File: src/core/bmu_params.svh
// Constants of the bit manipulation unit: codes, bit positions, widths and register offsets.
`ifndef BMU_PARAMS_SVH
`define BMU_PARAMS_SVH

// Datapath geometry.
`define BMU_W             36
`define BMU_SIGN_POS      35
`define BMU_GUARD_LO      31
`define BMU_SHIFT_LIMIT   17'd36
`define BMU_LRS_TOP       31
`define BMU_FIELD_LIMIT   9'd36
`define BMU_FIELD_FULL    8'd36
`define BMU_EXP_BIAS      16'd5

// Instruction word layout.
`define BMU_TYPE_CODE     5'h1e

// Status word bit positions.
`define BMU_PSW_NEG_BIT   15
`define BMU_PSW_ZERO_BIT  14
`define BMU_PSW_LOST_BIT  13
`define BMU_PSW_GUARD_BIT 12
`define BMU_ALF_NOT1_BIT  7
`define BMU_ALF_ONES_BIT  6
`define BMU_ALF_EVEN_BIT  5
`define BMU_ALF_ODD_BIT   4

// Wishbone byte offsets.
`define BMU_ADR_INSTR     8'h00
`define BMU_ADR_IMM       8'h04
`define BMU_ADR_ACC       8'h08
`define BMU_ADR_ALT       8'h18
`define BMU_ADR_AR        8'h28
`define BMU_ADR_PSW       8'h38
`define BMU_ADR_ALF       8'h3c

`endif

File: src/core/placeholder_none.sv
// Intentionally minimal: holds no logic.
`timescale 1ns/1ns
`default_nettype none
`default_nettype wire

File: src/core/bmu_pkg.sv
// Types shared by the bit manipulation unit.
package bmu_pkg;

  // Operation classes decoded from the instruction word.
  typedef enum logic [2:0] {
    OP_NONE,
    OP_SHIFT,
    OP_EXP,
    OP_NORM,
    OP_EXTRACT,
    OP_INSERT,
    OP_SHUFFLE
  } bmu_op_t;

  typedef logic [35:0] bmu_word_t;

endpackage

File: src/core/bmu_unit.sv
// Bit manipulation unit: barrel shifter, exponent, field ops and shuffle behind Wishbone.
`include "bmu_params.svh"
`timescale 1ns/1ns
`default_nettype none

module bmu_unit (
  // Clock and reset.
  input  wire logic        clk_i,
  input  wire logic        rst_i,
  // Wishbone classic slave.
  input  wire logic        wb_cyc_i,
  input  wire logic        wb_stb_i,
  input  wire logic        wb_we_i,
  input  wire logic [7:0]  wb_adr_i,
  input  wire logic [3:0]  wb_sel_i,
  input  wire logic [31:0] wb_dat_i,
  output logic      [31:0] wb_dat_o,
  output logic             wb_ack_o,
  // Condition flags towards the core.
  output logic             shift_result_negative_o,
  output logic             shift_result_zero_o,
  output logic             shift_bits_lost_o,
  output logic             shift_guard_overflow_o,
  output logic             even_parity_flag_o,
  output logic             odd_parity_flag_o,
  output logic             all_ones_flag_o,
  output logic             not_all_ones_flag_o
);
  import bmu_pkg::*;

  // ----------------------------------------------------------------
  // Helper functions
  // ----------------------------------------------------------------

  // Signed barrel shift; returns {lost, result}.
  function automatic logic [36:0] bmu_shift(input bmu_word_t v, input logic [15:0] cnt,
                                            input logic left, input logic logical);
    logic [16:0] mag;
    logic        dir_left;
    bmu_word_t   r;
    logic        lost;
    mag      = cnt[15] ? (17'h0 - {cnt[15], cnt}) : {1'b0, cnt};
    dir_left = left ^ cnt[15];
    if (dir_left) begin
      r = (mag >= `BMU_SHIFT_LIMIT) ? '0 : (v << mag);
      if (mag >= `BMU_SHIFT_LIMIT) begin
        lost = |v;
      end else if (logical) begin
        lost = ((r >> mag) != v);
      end else begin
        lost = (($signed(r) >>> mag) != $signed(v));
      end
    end else begin
      if (logical) begin
        r = {4'h0, v[`BMU_LRS_TOP:0]} >> mag;
      end else begin
        r = $signed(v) >>> mag;
      end
      lost = (mag >= `BMU_SHIFT_LIMIT);
    end
    return {lost, r};
  endfunction

  // Exponent: count of equal bits from the top, less the guard bias.
  function automatic logic [15:0] bmu_exp(input bmu_word_t v);
    logic       run;
    logic [5:0] k;
    k   = 6'd1;
    run = 1'b1;
    for (int i = `BMU_SIGN_POS - 1; i >= 0; i--) begin
      if (run && (v[i] == v[`BMU_SIGN_POS])) begin
        k = k + 6'd1;
      end else begin
        run = 1'b0;
      end
    end
    return {10'h0, k} - `BMU_EXP_BIAS;
  endfunction

  // Byte-lane merge for bus writes.
  function automatic logic [31:0] bmu_merge(input logic [31:0] old, input logic [31:0] nw,
                                            input logic [3:0] sel);
    logic [31:0] r;
    for (int b = 0; b < 4; b++) begin
      r[b*8 +: 8] = sel[b] ? nw[b*8 +: 8] : old[b*8 +: 8];
    end
    return r;
  endfunction

  // ----------------------------------------------------------------
  // State
  // ----------------------------------------------------------------
  bmu_word_t   acc_q [2];
  bmu_word_t   alt_q [2];
  logic [15:0] ar_q  [4];
  logic [15:0] instr_q;
  logic [15:0] imm_q;
  logic        go_q;
  logic        ack_q;
  logic [31:0] dat_q;
  logic        neg_q, zero_q, lost_q, guard_q;
  logic        even_q, odd_q, ones_q, not_ones_q;
  logic        done_q;
  bmu_word_t   last_res_q;

  // ----------------------------------------------------------------
  // Instruction decode
  // ----------------------------------------------------------------
  logic        dst, srci, alt_sel;
  logic [3:0]  f4, arf;
  bmu_op_t     op;
  bmu_word_t   src, oth, shv;
  logic [15:0] cnt, ctl;
  logic        left, logical, zext;

  assign dst     = instr_q[10];
  assign srci    = instr_q[9];
  assign f4      = {instr_q[8:6], instr_q[4]};
  assign arf     = instr_q[3:0];
  assign alt_sel = arf[0];
  assign src     = acc_q[srci];
  assign oth     = acc_q[~srci];
  assign left    = f4[0];
  assign logical = arf[3];

  // Unknown codes decode to no operation so stray words never corrupt state.
  always_comb begin
    op   = OP_NONE;
    shv  = src;
    cnt  = ar_q[arf[1:0]];
    ctl  = ar_q[arf[1:0]];
    zext = arf[2];
    if (instr_q[15:11] == `BMU_TYPE_CODE) begin
      unique case (f4)
        4'b0000, 4'b0001: begin
          if (arf[3:2] == 2'b11) begin
            if (f4[0]) begin
              op = OP_NORM;
            end else if (arf[1:0] == 2'b00) begin
              op = OP_EXP;
            end
          end else if (!arf[2]) begin
            op = OP_SHIFT;
          end
        end
        4'b1000, 4'b1001: begin
          if (arf[2:0] == 3'b000) begin
            op  = OP_SHIFT;
            shv = oth;
            cnt = src[31:16];
          end
        end
        4'b1100, 4'b1101: begin
          if (arf[2:0] == 3'b000) begin
            op  = OP_SHIFT;
            cnt = imm_q;
          end
        end
        4'b1110: begin
          ctl = imm_q;
          if (!arf[3] && (arf[1:0] == 2'b00)) begin
            op = OP_EXTRACT;
          end else if (arf == 4'b1000) begin
            op = OP_INSERT;
          end
        end
        4'b0010: begin
          if (!arf[3]) begin
            op = OP_EXTRACT;
          end
        end
        4'b1010: begin
          if (arf[3:2] == 2'b10) begin
            op = OP_INSERT;
          end
        end
        4'b0111: begin
          if (arf[3:1] == 3'b000) begin
            op = OP_SHUFFLE;
          end
        end
        default: op = OP_NONE;
      endcase
    end
  end

  // ----------------------------------------------------------------
  // Operation datapath
  // ----------------------------------------------------------------
  bmu_word_t   sh_res, nm_res, mask, pmask, fld, ext, ins, res;
  logic        sh_lost, nm_lost, f_lost, sbit, lost_d;
  logic [15:0] exp_v;
  logic [7:0]  fw, fo, sidx;

  always_comb begin
    {sh_lost, sh_res} = bmu_shift(shv, cnt, left, logical);
    exp_v             = bmu_exp(src);
    // Negative exponent reverses into an arithmetic right shift.
    {nm_lost, nm_res} = bmu_shift(src, exp_v, 1'b1, 1'b0);
    fw    = ctl[15:8];
    fo    = ctl[7:0];
    mask  = (fw >= `BMU_FIELD_FULL) ? '1 : ((36'h1 << fw) - 36'h1);
    pmask = mask << fo;
    fld   = (src >> fo) & mask;
    sidx  = (fw > `BMU_FIELD_FULL) ? 8'(`BMU_SIGN_POS) : (fw - 8'd1);
    sbit  = (fw != 8'd0) & fld[sidx[5:0]];
    ext   = (sbit && !zext) ? (fld | ~mask) : fld;
    // Both cases reduce to the other accumulator as background: when
    // destination differs from source it is that other accumulator.
    ins    = (oth & ~pmask) | ((src << fo) & pmask);
    f_lost = (fw == 8'd0) || (({1'b0, fw} + {1'b0, fo}) > `BMU_FIELD_LIMIT);
    res    = src;
    lost_d = 1'b0;
    unique case (op)
      OP_SHIFT:   begin res = sh_res; lost_d = sh_lost; end
      OP_EXP:     begin res = {{4{exp_v[15]}}, exp_v, 16'h0}; lost_d = 1'b0; end
      OP_NORM:    begin res = nm_res; lost_d = 1'b0; end
      OP_EXTRACT: begin res = ext; lost_d = f_lost; end
      OP_INSERT:  begin res = ins; lost_d = f_lost; end
      OP_SHUFFLE: begin res = alt_q[alt_sel]; lost_d = 1'b0; end
      OP_NONE:    begin res = src; lost_d = 1'b0; end
    endcase
  end

  // ----------------------------------------------------------------
  // Wishbone slave
  // ----------------------------------------------------------------
  logic        wr_en;
  logic [7:0]  adr;
  logic [31:0] rd_d;

  assign adr   = {wb_adr_i[7:2], 2'b00};
  assign wr_en = wb_cyc_i & wb_stb_i & wb_we_i & ack_q;

  // Ack comes one cycle after the strobe; unmapped reads return zero.
  always_ff @(posedge clk_i) begin
    if (rst_i) begin
      ack_q <= 1'b0;
      dat_q <= 32'h0;
    end else begin
      ack_q <= wb_cyc_i & wb_stb_i & ~ack_q;
      dat_q <= rd_d;
    end
  end

  always_comb begin
    rd_d = 32'h0;
    unique case (adr)
      `BMU_ADR_INSTR: rd_d = {16'h0, instr_q};
      `BMU_ADR_IMM:   rd_d = {16'h0, imm_q};
      `BMU_ADR_PSW:   rd_d = 32'({neg_q, zero_q, lost_q, guard_q}) << `BMU_PSW_GUARD_BIT;
      `BMU_ADR_ALF:   rd_d = 32'({not_ones_q, ones_q, even_q, odd_q}) << `BMU_ALF_ODD_BIT;
      default:        rd_d = 32'h0;
    endcase
    for (int i = 0; i < 2; i++) begin
      if (adr == 8'(`BMU_ADR_ACC + 8 * i))     rd_d = acc_q[i][31:0];
      if (adr == 8'(`BMU_ADR_ACC + 8 * i + 4)) rd_d = {28'h0, acc_q[i][35:32]};
      if (adr == 8'(`BMU_ADR_ALT + 8 * i))     rd_d = alt_q[i][31:0];
      if (adr == 8'(`BMU_ADR_ALT + 8 * i + 4)) rd_d = {28'h0, alt_q[i][35:32]};
    end
    for (int i = 0; i < 4; i++) begin
      if (adr == 8'(`BMU_ADR_AR + 4 * i)) rd_d = {16'h0, ar_q[i]};
    end
  end

  // Instruction and immediate words; writing the instruction launches it.
  always_ff @(posedge clk_i) begin
    if (rst_i) begin
      instr_q <= 16'h0;
      imm_q   <= 16'h0;
      go_q    <= 1'b0;
    end else begin
      go_q <= wr_en && (adr == `BMU_ADR_INSTR);
      if (wr_en && (adr == `BMU_ADR_INSTR)) instr_q <= 16'(bmu_merge({16'h0, instr_q}, wb_dat_i, wb_sel_i));
      if (wr_en && (adr == `BMU_ADR_IMM))   imm_q   <= 16'(bmu_merge({16'h0, imm_q}, wb_dat_i, wb_sel_i));
    end
  end

  // ----------------------------------------------------------------
  // Register file updates
  // ----------------------------------------------------------------

  // Only the destination is written, so a distinct source survives.
  // Execution wins over the bus; the bus cannot write in that cycle anyway.
  always_ff @(posedge clk_i) begin
    if (rst_i) begin
      acc_q <= '{default: '0};
    end else if (go_q && (op != OP_NONE)) begin
      acc_q[dst] <= res;
    end else if (wr_en) begin
      for (int i = 0; i < 2; i++) begin
        if (adr == 8'(`BMU_ADR_ACC + 8 * i))
          acc_q[i][31:0] <= bmu_merge(acc_q[i][31:0], wb_dat_i, wb_sel_i);
        if (adr == 8'(`BMU_ADR_ACC + 8 * i + 4))
          acc_q[i][35:32] <= wb_sel_i[0] ? wb_dat_i[3:0] : acc_q[i][35:32];
      end
    end
  end

  always_ff @(posedge clk_i) begin
    if (rst_i) begin
      alt_q <= '{default: '0};
    end else if (go_q && (op == OP_SHUFFLE)) begin
      alt_q[alt_sel] <= src;
    end else if (wr_en) begin
      for (int i = 0; i < 2; i++) begin
        if (adr == 8'(`BMU_ADR_ALT + 8 * i))
          alt_q[i][31:0] <= bmu_merge(alt_q[i][31:0], wb_dat_i, wb_sel_i);
        if (adr == 8'(`BMU_ADR_ALT + 8 * i + 4))
          alt_q[i][35:32] <= wb_sel_i[0] ? wb_dat_i[3:0] : alt_q[i][35:32];
      end
    end
  end

  always_ff @(posedge clk_i) begin
    if (rst_i) begin
      ar_q <= '{default: '0};
    end else if (go_q && (op == OP_NORM)) begin
      ar_q[arf[1:0]] <= exp_v;
    end else if (wr_en) begin
      for (int i = 0; i < 4; i++) begin
        if (adr == 8'(`BMU_ADR_AR + 4 * i))
          ar_q[i] <= 16'(bmu_merge({16'h0, ar_q[i]}, wb_dat_i, wb_sel_i));
      end
    end
  end

  // Flags other than the lost flag always follow the value written to the destination; the lost flag follows the operation.
  always_ff @(posedge clk_i) begin
    if (rst_i) begin
      {neg_q, zero_q, lost_q, guard_q} <= 4'h0;
      {even_q, odd_q, ones_q, not_ones_q} <= 4'h0;
      done_q     <= 1'b0;
      last_res_q <= '0;
    end else begin
      done_q <= go_q && (op != OP_NONE);
      if (go_q && (op != OP_NONE)) begin
        last_res_q <= res;
        neg_q      <= res[`BMU_SIGN_POS];
        zero_q     <= (res == '0);
        lost_q     <= lost_d;
        guard_q    <= !((&res[`BMU_SIGN_POS:`BMU_GUARD_LO]) ||
                        (~|res[`BMU_SIGN_POS:`BMU_GUARD_LO]));
        even_q     <= ~^res;
        odd_q      <= ^res;
        ones_q     <= &res;
        not_ones_q <= ~&res;
      end
    end
  end

  // Outputs straight from flip-flops.
  assign wb_ack_o                = ack_q;
  assign wb_dat_o                = dat_q;
  assign shift_result_negative_o = neg_q;
  assign shift_result_zero_o     = zero_q;
  assign shift_bits_lost_o       = lost_q;
  assign shift_guard_overflow_o  = guard_q;
  assign even_parity_flag_o      = even_q;
  assign odd_parity_flag_o       = odd_q;
  assign all_ones_flag_o         = ones_q;
  assign not_all_ones_flag_o     = not_ones_q;

  // ----------------------------------------------------------------
  // Assertions
  // ----------------------------------------------------------------
  property p_neg_zero;
    @(posedge clk_i) disable iff (rst_i)
      done_q |-> (neg_q == last_res_q[35]) && (zero_q == (last_res_q == '0));
  endproperty
  a_neg_zero: assert property (p_neg_zero) else $error("negative or zero flag wrong");

  property p_guard;
    @(posedge clk_i) disable iff (rst_i)
      done_q |-> guard_q == (last_res_q[35:31] != 5'h00 && last_res_q[35:31] != 5'h1f);
  endproperty
  a_guard: assert property (p_guard) else $error("guard overflow flag wrong");

  property p_parity;
    @(posedge clk_i) disable iff (rst_i)
      done_q |-> (odd_q == ^last_res_q) && (even_q != odd_q);
  endproperty
  a_parity: assert property (p_parity) else $error("parity flags wrong");

  property p_ones;
    @(posedge clk_i) disable iff (rst_i)
      done_q |-> (all_ones_flag_o == (last_res_q == 36'hf_ffff_ffff)) &&
                 (not_all_ones_flag_o != all_ones_flag_o);
  endproperty
  a_ones: assert property (p_ones) else $error("all-ones flags wrong");

  property p_lrs_zero;
    @(posedge clk_i) disable iff (rst_i)
      go_q && op == OP_SHIFT && logical && !left && !cnt[15] && cnt >= 16'd32
        |=> acc_q[$past(dst)] == '0;
  endproperty
  a_lrs_zero: assert property (p_lrs_zero) else $error("long logical right shift not zero");

  property p_src_keep;
    @(posedge clk_i) disable iff (rst_i)
      go_q && op == OP_SHIFT && dst != srci |=> acc_q[~$past(dst)] == $past(acc_q[~dst]);
  endproperty
  a_src_keep: assert property (p_src_keep) else $error("shift disturbed non-destination");

  property p_exp_low;
    @(posedge clk_i) disable iff (rst_i)
      go_q && op == OP_EXP |=> acc_q[$past(dst)][15:0] == 16'h0 &&
                               acc_q[$past(dst)][31:16] == $past(exp_v);
  endproperty
  a_exp_low: assert property (p_exp_low) else $error("exponent low half not cleared");

  property p_field_lost;
    @(posedge clk_i) disable iff (rst_i)
      go_q && (op == OP_EXTRACT || op == OP_INSERT) && (fw == 8'd0)
        |=> shift_bits_lost_o && done_q;
  endproperty
  a_field_lost: assert property (p_field_lost) else $error("field lost flag missing");

  property p_shuffle;
    @(posedge clk_i) disable iff (rst_i)
      go_q && op == OP_SHUFFLE |=> alt_q[$past(alt_sel)] == $past(src) && done_q;
  endproperty
  a_shuffle: assert property (p_shuffle) else $error("shuffle alternate load wrong");

endmodule

`default_nettype wire

File: config.mk
export PLATFORM = sky130hd
export DESIGN_NAME = bmu_unit
export DESIGN_NICKNAME = d
export VERILOG_FILES = /design/src/core/placeholder_none.sv /design/src/core/bmu_pkg.sv /design/src/core/bmu_unit.sv
export VERILOG_INCLUDE_DIRS = /design/src /design/src/core
export SDC_FILE = /design/constraint.sdc
export NUM_CORES = 2
export LEC_CHECK = 0
export BUFFER_PORTS_ARGS = -buffer_cell sky130_fd_sc_hd__clkbuf_2
export CORE_AREA = 2 2 355 357
export DETAILED_ROUTE_END_ITERATION = 16
export DIE_AREA = 0 0 357 359
export HOLD_SLACK_MARGIN = 0.08
export PLACE_DENSITY_LB_ADDON = 0.12
export SETUP_SLACK_MARGIN = 0.15
export SLEW_MARGIN = 20
export SYNTH_ARGS = -nofsm -noshare
export SYNTH_HDL_FRONTEND = slang
export SYNTH_SLANG_ARGS = --single-unit
File: constraint.sdc
create_clock -name clk_i -period 56.7 [get_ports clk_i]
set_input_delay 11.34 -clock clk_i [delete_from_list [all_inputs] [get_ports clk_i]]
set_output_delay 11.34 -clock clk_i [all_outputs]
set_load 0.03 [all_outputs]
==> metrics.log <==
[metrics] post-synth design cell area: 0.0432 mm²
[metrics] CTS H-tree lvls: 1
[metrics] asr flop ratio synth: 0%
[metrics] post-route clock skew: roughly 21 ps
[metrics] clock transition at the registers of the reported paths: 70 ps
[metrics] weighted congestion at the end of routability-driven global placement: 1.09
[metrics] Iteration-0 DRC Markers: just over 8,000
[metrics] family with the most delay on the worst path: adder cells
[metrics] count of state elements after synthesis: roughly 280
[metrics] post-CTS resize count: 0
[metrics] endpoint class of the critical path: register
[metrics] height of the die: 359 µm
[metrics] CP bufs+invs: 7
[metrics] maxcap violations: 0
[metrics] number of antenna violations at the first check in global routing: 20
[metrics] num ports: 90
[metrics] top fanout value on the critical path: 44
[metrics] vias post-DR: around 55,000
[metrics] unrepaired setup endpoints after global routing: false
[metrics] accumulated negative setup slack: 0 ps
[metrics] most frequent cells in the layout: 882 x sky130_fd_sc_hd__nor2_1, 831 x sky130_fd_sc_hd__nand2_1, 718 x sky130_fd_sc_hd__a21oi_1, 565 x sky130_fd_sc_hd__o21ai_0, 298 x sky130_fd_sc_hd__mux2i_1
[metrics] Final Hold Fails: 0
[metrics] drt first pass iters: 6
[metrics] type of the worst min-delay path: reg -> reg
[metrics] start point of the worst hold path: wb_ack_o
[metrics] total global-route track usage: 42.2%
[metrics] EDFF count, synth: 0
[metrics] Skew-Pair Late Insertion Delay: roughly 600 ps
[metrics] highest routed metal layer: met5
[metrics] headroom to the max-slew limit: ~16%
[metrics] Initial Utilization: 34.7%
[metrics] pin count of the biggest net entering global routing: around 110
[metrics] minimum period implied by the final worst setup slack: around 30,000 ps
[metrics] gate count after technology mapping: 6,558
[metrics] count of antenna-violating nets left after detailed routing: 0
[metrics] number of distinct standard cells referenced by the synthesized netlist: between 100 and 150
[metrics] Final Util: 37.7%
[metrics] reported leakage power: 17.3 nW
[metrics] via count of the first global-routing pass: between 50,000 and 60,000
[metrics] synthesized netlist net count: 6,691
[metrics] Reg-to-Reg Start: instr_q[9]
[metrics] floorplan die area: ~0.13 mm²
[metrics] Reg2Reg Capture Point: even_parity_flag_o
[metrics] PwrDens: slightly above 50 mW/mm²
[metrics] synth top area cells: sky130_fd_sc_hd__dfxtp_1 13%, sky130_fd_sc_hd__a21oi_1 8.3%, sky130_fd_sc_hd__nor2_1 7.7%
[metrics] core area: between 0.1 and 0.15 mm²
[metrics] dominant synthesized flop cell: sky130_fd_sc_hd__dfxtp_1
[metrics] nature of the critical path startpoint: register
[metrics] run status: finished clean
[metrics] leading cell type in the layout, fill and taps excluded: sky130_fd_sc_hd__nor2_1
[metrics] largest area contributor in the netlist: sky130_fd_sc_hd__dfxtp_1
[metrics] count of warnings emitted by yosys: 0
[metrics] Yosys top cell area share: 13.1%
[metrics] number of nets in the layout: ~6,500
[metrics] FMAX: between 30 and 40 MHz
[metrics] row count: 130
[metrics] period utilisation layout: between 50 and 60%
[metrics] Final Routed Wirelength: around 280,000 µm
[metrics] total overflow reported by the global router: 0
[metrics] Critical-path top delay cell: sky130_fd_sc_hd__nor2b_1
[metrics] sink count of the clock tree: about 280
[metrics] first-pass GRT wire length: roughly 390,000 µm
[metrics] P&R area growth vs syn: 8.75%
[metrics] clock root buffer: sky130_fd_sc_hd__clkbuf_16
[metrics] layout cells sized above 1: about an eighth
[metrics] # port buffers: 87
[metrics] Worst Hold Path Cells: 1
[metrics] cell seen most often among critical-path stages: sky130_fd_sc_hd__ha_1
[metrics] final routed DRC violation total: 0
[metrics] metal3 WL: ~34,000 µm
[metrics] horizontal die dimension: about 360 µm
[metrics] average instance area after synthesis: 6.59 µm²
[metrics] Data required, critical path: 57,150 ps
[metrics] layout filler cell count: approximately 14,000
[metrics] CTS buffer count: 28
[metrics] peak ir drop on the vdd network: between 0.2 and 0.25 mV
[metrics] slew of the pin with the lowest slew margin: 1230 ps
[metrics] number of cells on the worst reg-to-reg path: around 130
[metrics] Worst Hold End: wb_ack_o
[metrics] metal1 wirelength: 111,000 µm
[metrics] Seq/Total Area, Yosys: a little over an eighth
[metrics] estimated wirelength of the detail-placed design: between 200,000 and 250,000 µm
[metrics] number of buffers inserted to repair setup after CTS: 0
[metrics] Worst Setup Path Type: reg -> reg
[metrics] number of max-slew violations in the final report: 0
[metrics] setup-violating endpoint count in the final report: 0
[metrics] detail-routed via count per cell: approximately 6.8
[metrics] CTS tree: yes
[metrics] slowest stage delay, CP: approximately 890 ps
[metrics] met2 WL post-DR: approximately 120,000 µm
[metrics] CP Data Arrival Time: 29,940 ps
[metrics] wire length per cell after detailed routing: about 35 µm
[metrics] number of hold-repair buffers added at the cts stage: 0
[metrics] CTS max path bufs: 3
[metrics] reg2reg setup slack: around 27,000 ps
## worst register-to-register path, delay by kind of cell (launching register included)
family,cells,cell delay (ps)
xor+xnor,8,1740
buf+inv,7,1620
mux,10,2930
fa+ha+maj,31,9520
compound gates,36,6590
simple gates,33,6260
flops,1,680
## synth_stat cells, drive strengths merged, types with 15 or more instances
cell / count
mux4: 66
mux2: 108
dfxtp: 282
o22ai: 62
or2: 23
a2111oi: 17
mux2i: 327
o31ai: 21
nor3: 201
ha: 83
a221oi: 89
xor2: 51
and3: 44
buf: 144
o32ai: 15
nand4: 53
nor4: 34
and2: 43
a311oi: 24
a21o: 33
a31oi: 100
o211ai: 99
o21a: 17
nor2: 897
nor2b: 33
nand3: 164
o221ai: 52
a21boi: 19
or3: 32
a21oi: 726
a22o: 24
nand2b: 34
o21ai: 602
xnor2: 130
a22oi: 155
clkbuf: 413
nand2: 834
a211oi: 206
inv: 94
## metal layers
| metal | vias up | GRT usage [%] |
|---|---|---|
| li1 | 24000 | - |
| met1 | 26600 | 54.5 |
| met2 | 3817 | 60.6 |
| met3 | 875 | 11.8 |
| met4 | 12 | 28.5 |
| met5 | - | 0.0377 |
## power by group
| group | leakage (nW) | switching [mW] | internal (mW) |
|---|---|---|---|
| clock | 0.502 | 0.0918 | 0.124 |
| sequential | 2.27 | 0.0000897 | 0.198 |
| combinational | 14.5 | 1.42 | 0.605 |
## kinds of logic after synthesis
logic type / count (synthesis) / synth area share, %
DFF: 282 / 13.1
muxes: 501 / 14.0
AOI/OAI and AO/OA: 2405 / 35.3
buffers and inverters: 658 / 6.11
adders and majority gates: 87 / 2.52
and+or+nand+nor: 2436 / 24.6
xor gates and xnor gates: 189 / 4.39
## flip-flops by register name, summed over array words and instances, names as in the netlist
name,count
imm_q,16
alt_q,72
acc_q,72
go_q,1
wb_ack_o,1
odd_parity_flag_o,1
shift_result_zero_o,1
instr_q,16
not_all_ones_flag_o,1
ar_q,64
wb_dat_o,32
even_parity_flag_o,1
shift_result_negative_o,1
all_ones_flag_o,1
shift_bits_lost_o,1
shift_guard_overflow_o,1
## worst max path at each step
stage	depth (start not counted)	start	slack [ps]	end
after global routing	124	instr_q[9]	25190	even_parity_flag_o
after detailed placement	124	instr_q[9]	27880	even_parity_flag_o
after floorplan	131	instr_q[9]	33640	even_parity_flag_o
final	125	instr_q[9]	27210	even_parity_flag_o
after global placement	124	instr_q[9]	28090	even_parity_flag_o
after CTS	124	instr_q[9]	27770	even_parity_flag_o
## through the flow
stage / power [mW] / area (µm²) / hold slack, ps / setup slack [ps] / cells
floorplan: 1.44 / 43200 / 436 / 33640 / 6558
global placement: 2.15 / 45800 / 445 / 28090 / 8001
detailed placement: 2.13 / 45800 / 442 / 27880 / 8001
CTS: 2.35 / 46900 / 452 / 27770 / 8053
global route: 2.49 / 46900 / 478 / 25190 / 8053
finish: 2.44 / 47000 / 450 / 27210 / 8074
## area by class of cell
class / instances / area (µm²) / share of cell area (%)
Inverter: 101 / 382 / 0.812
Multi-Input combinational cell: 5618 / 35400 / 75.3
Tap cell: 1650 / 2060 / 4.39
Clock inverter: 15 / 228 / 0.485
Timing Repair Buffer: 350 / 2430 / 5.17
Sequential cell: 282 / 5650 / 12.0
Clock buffer: 37 / 807 / 1.72
Antenna cell: 21 / 52.6 / 0.112
Note: power is estimated with default switching activity, not from simulation.
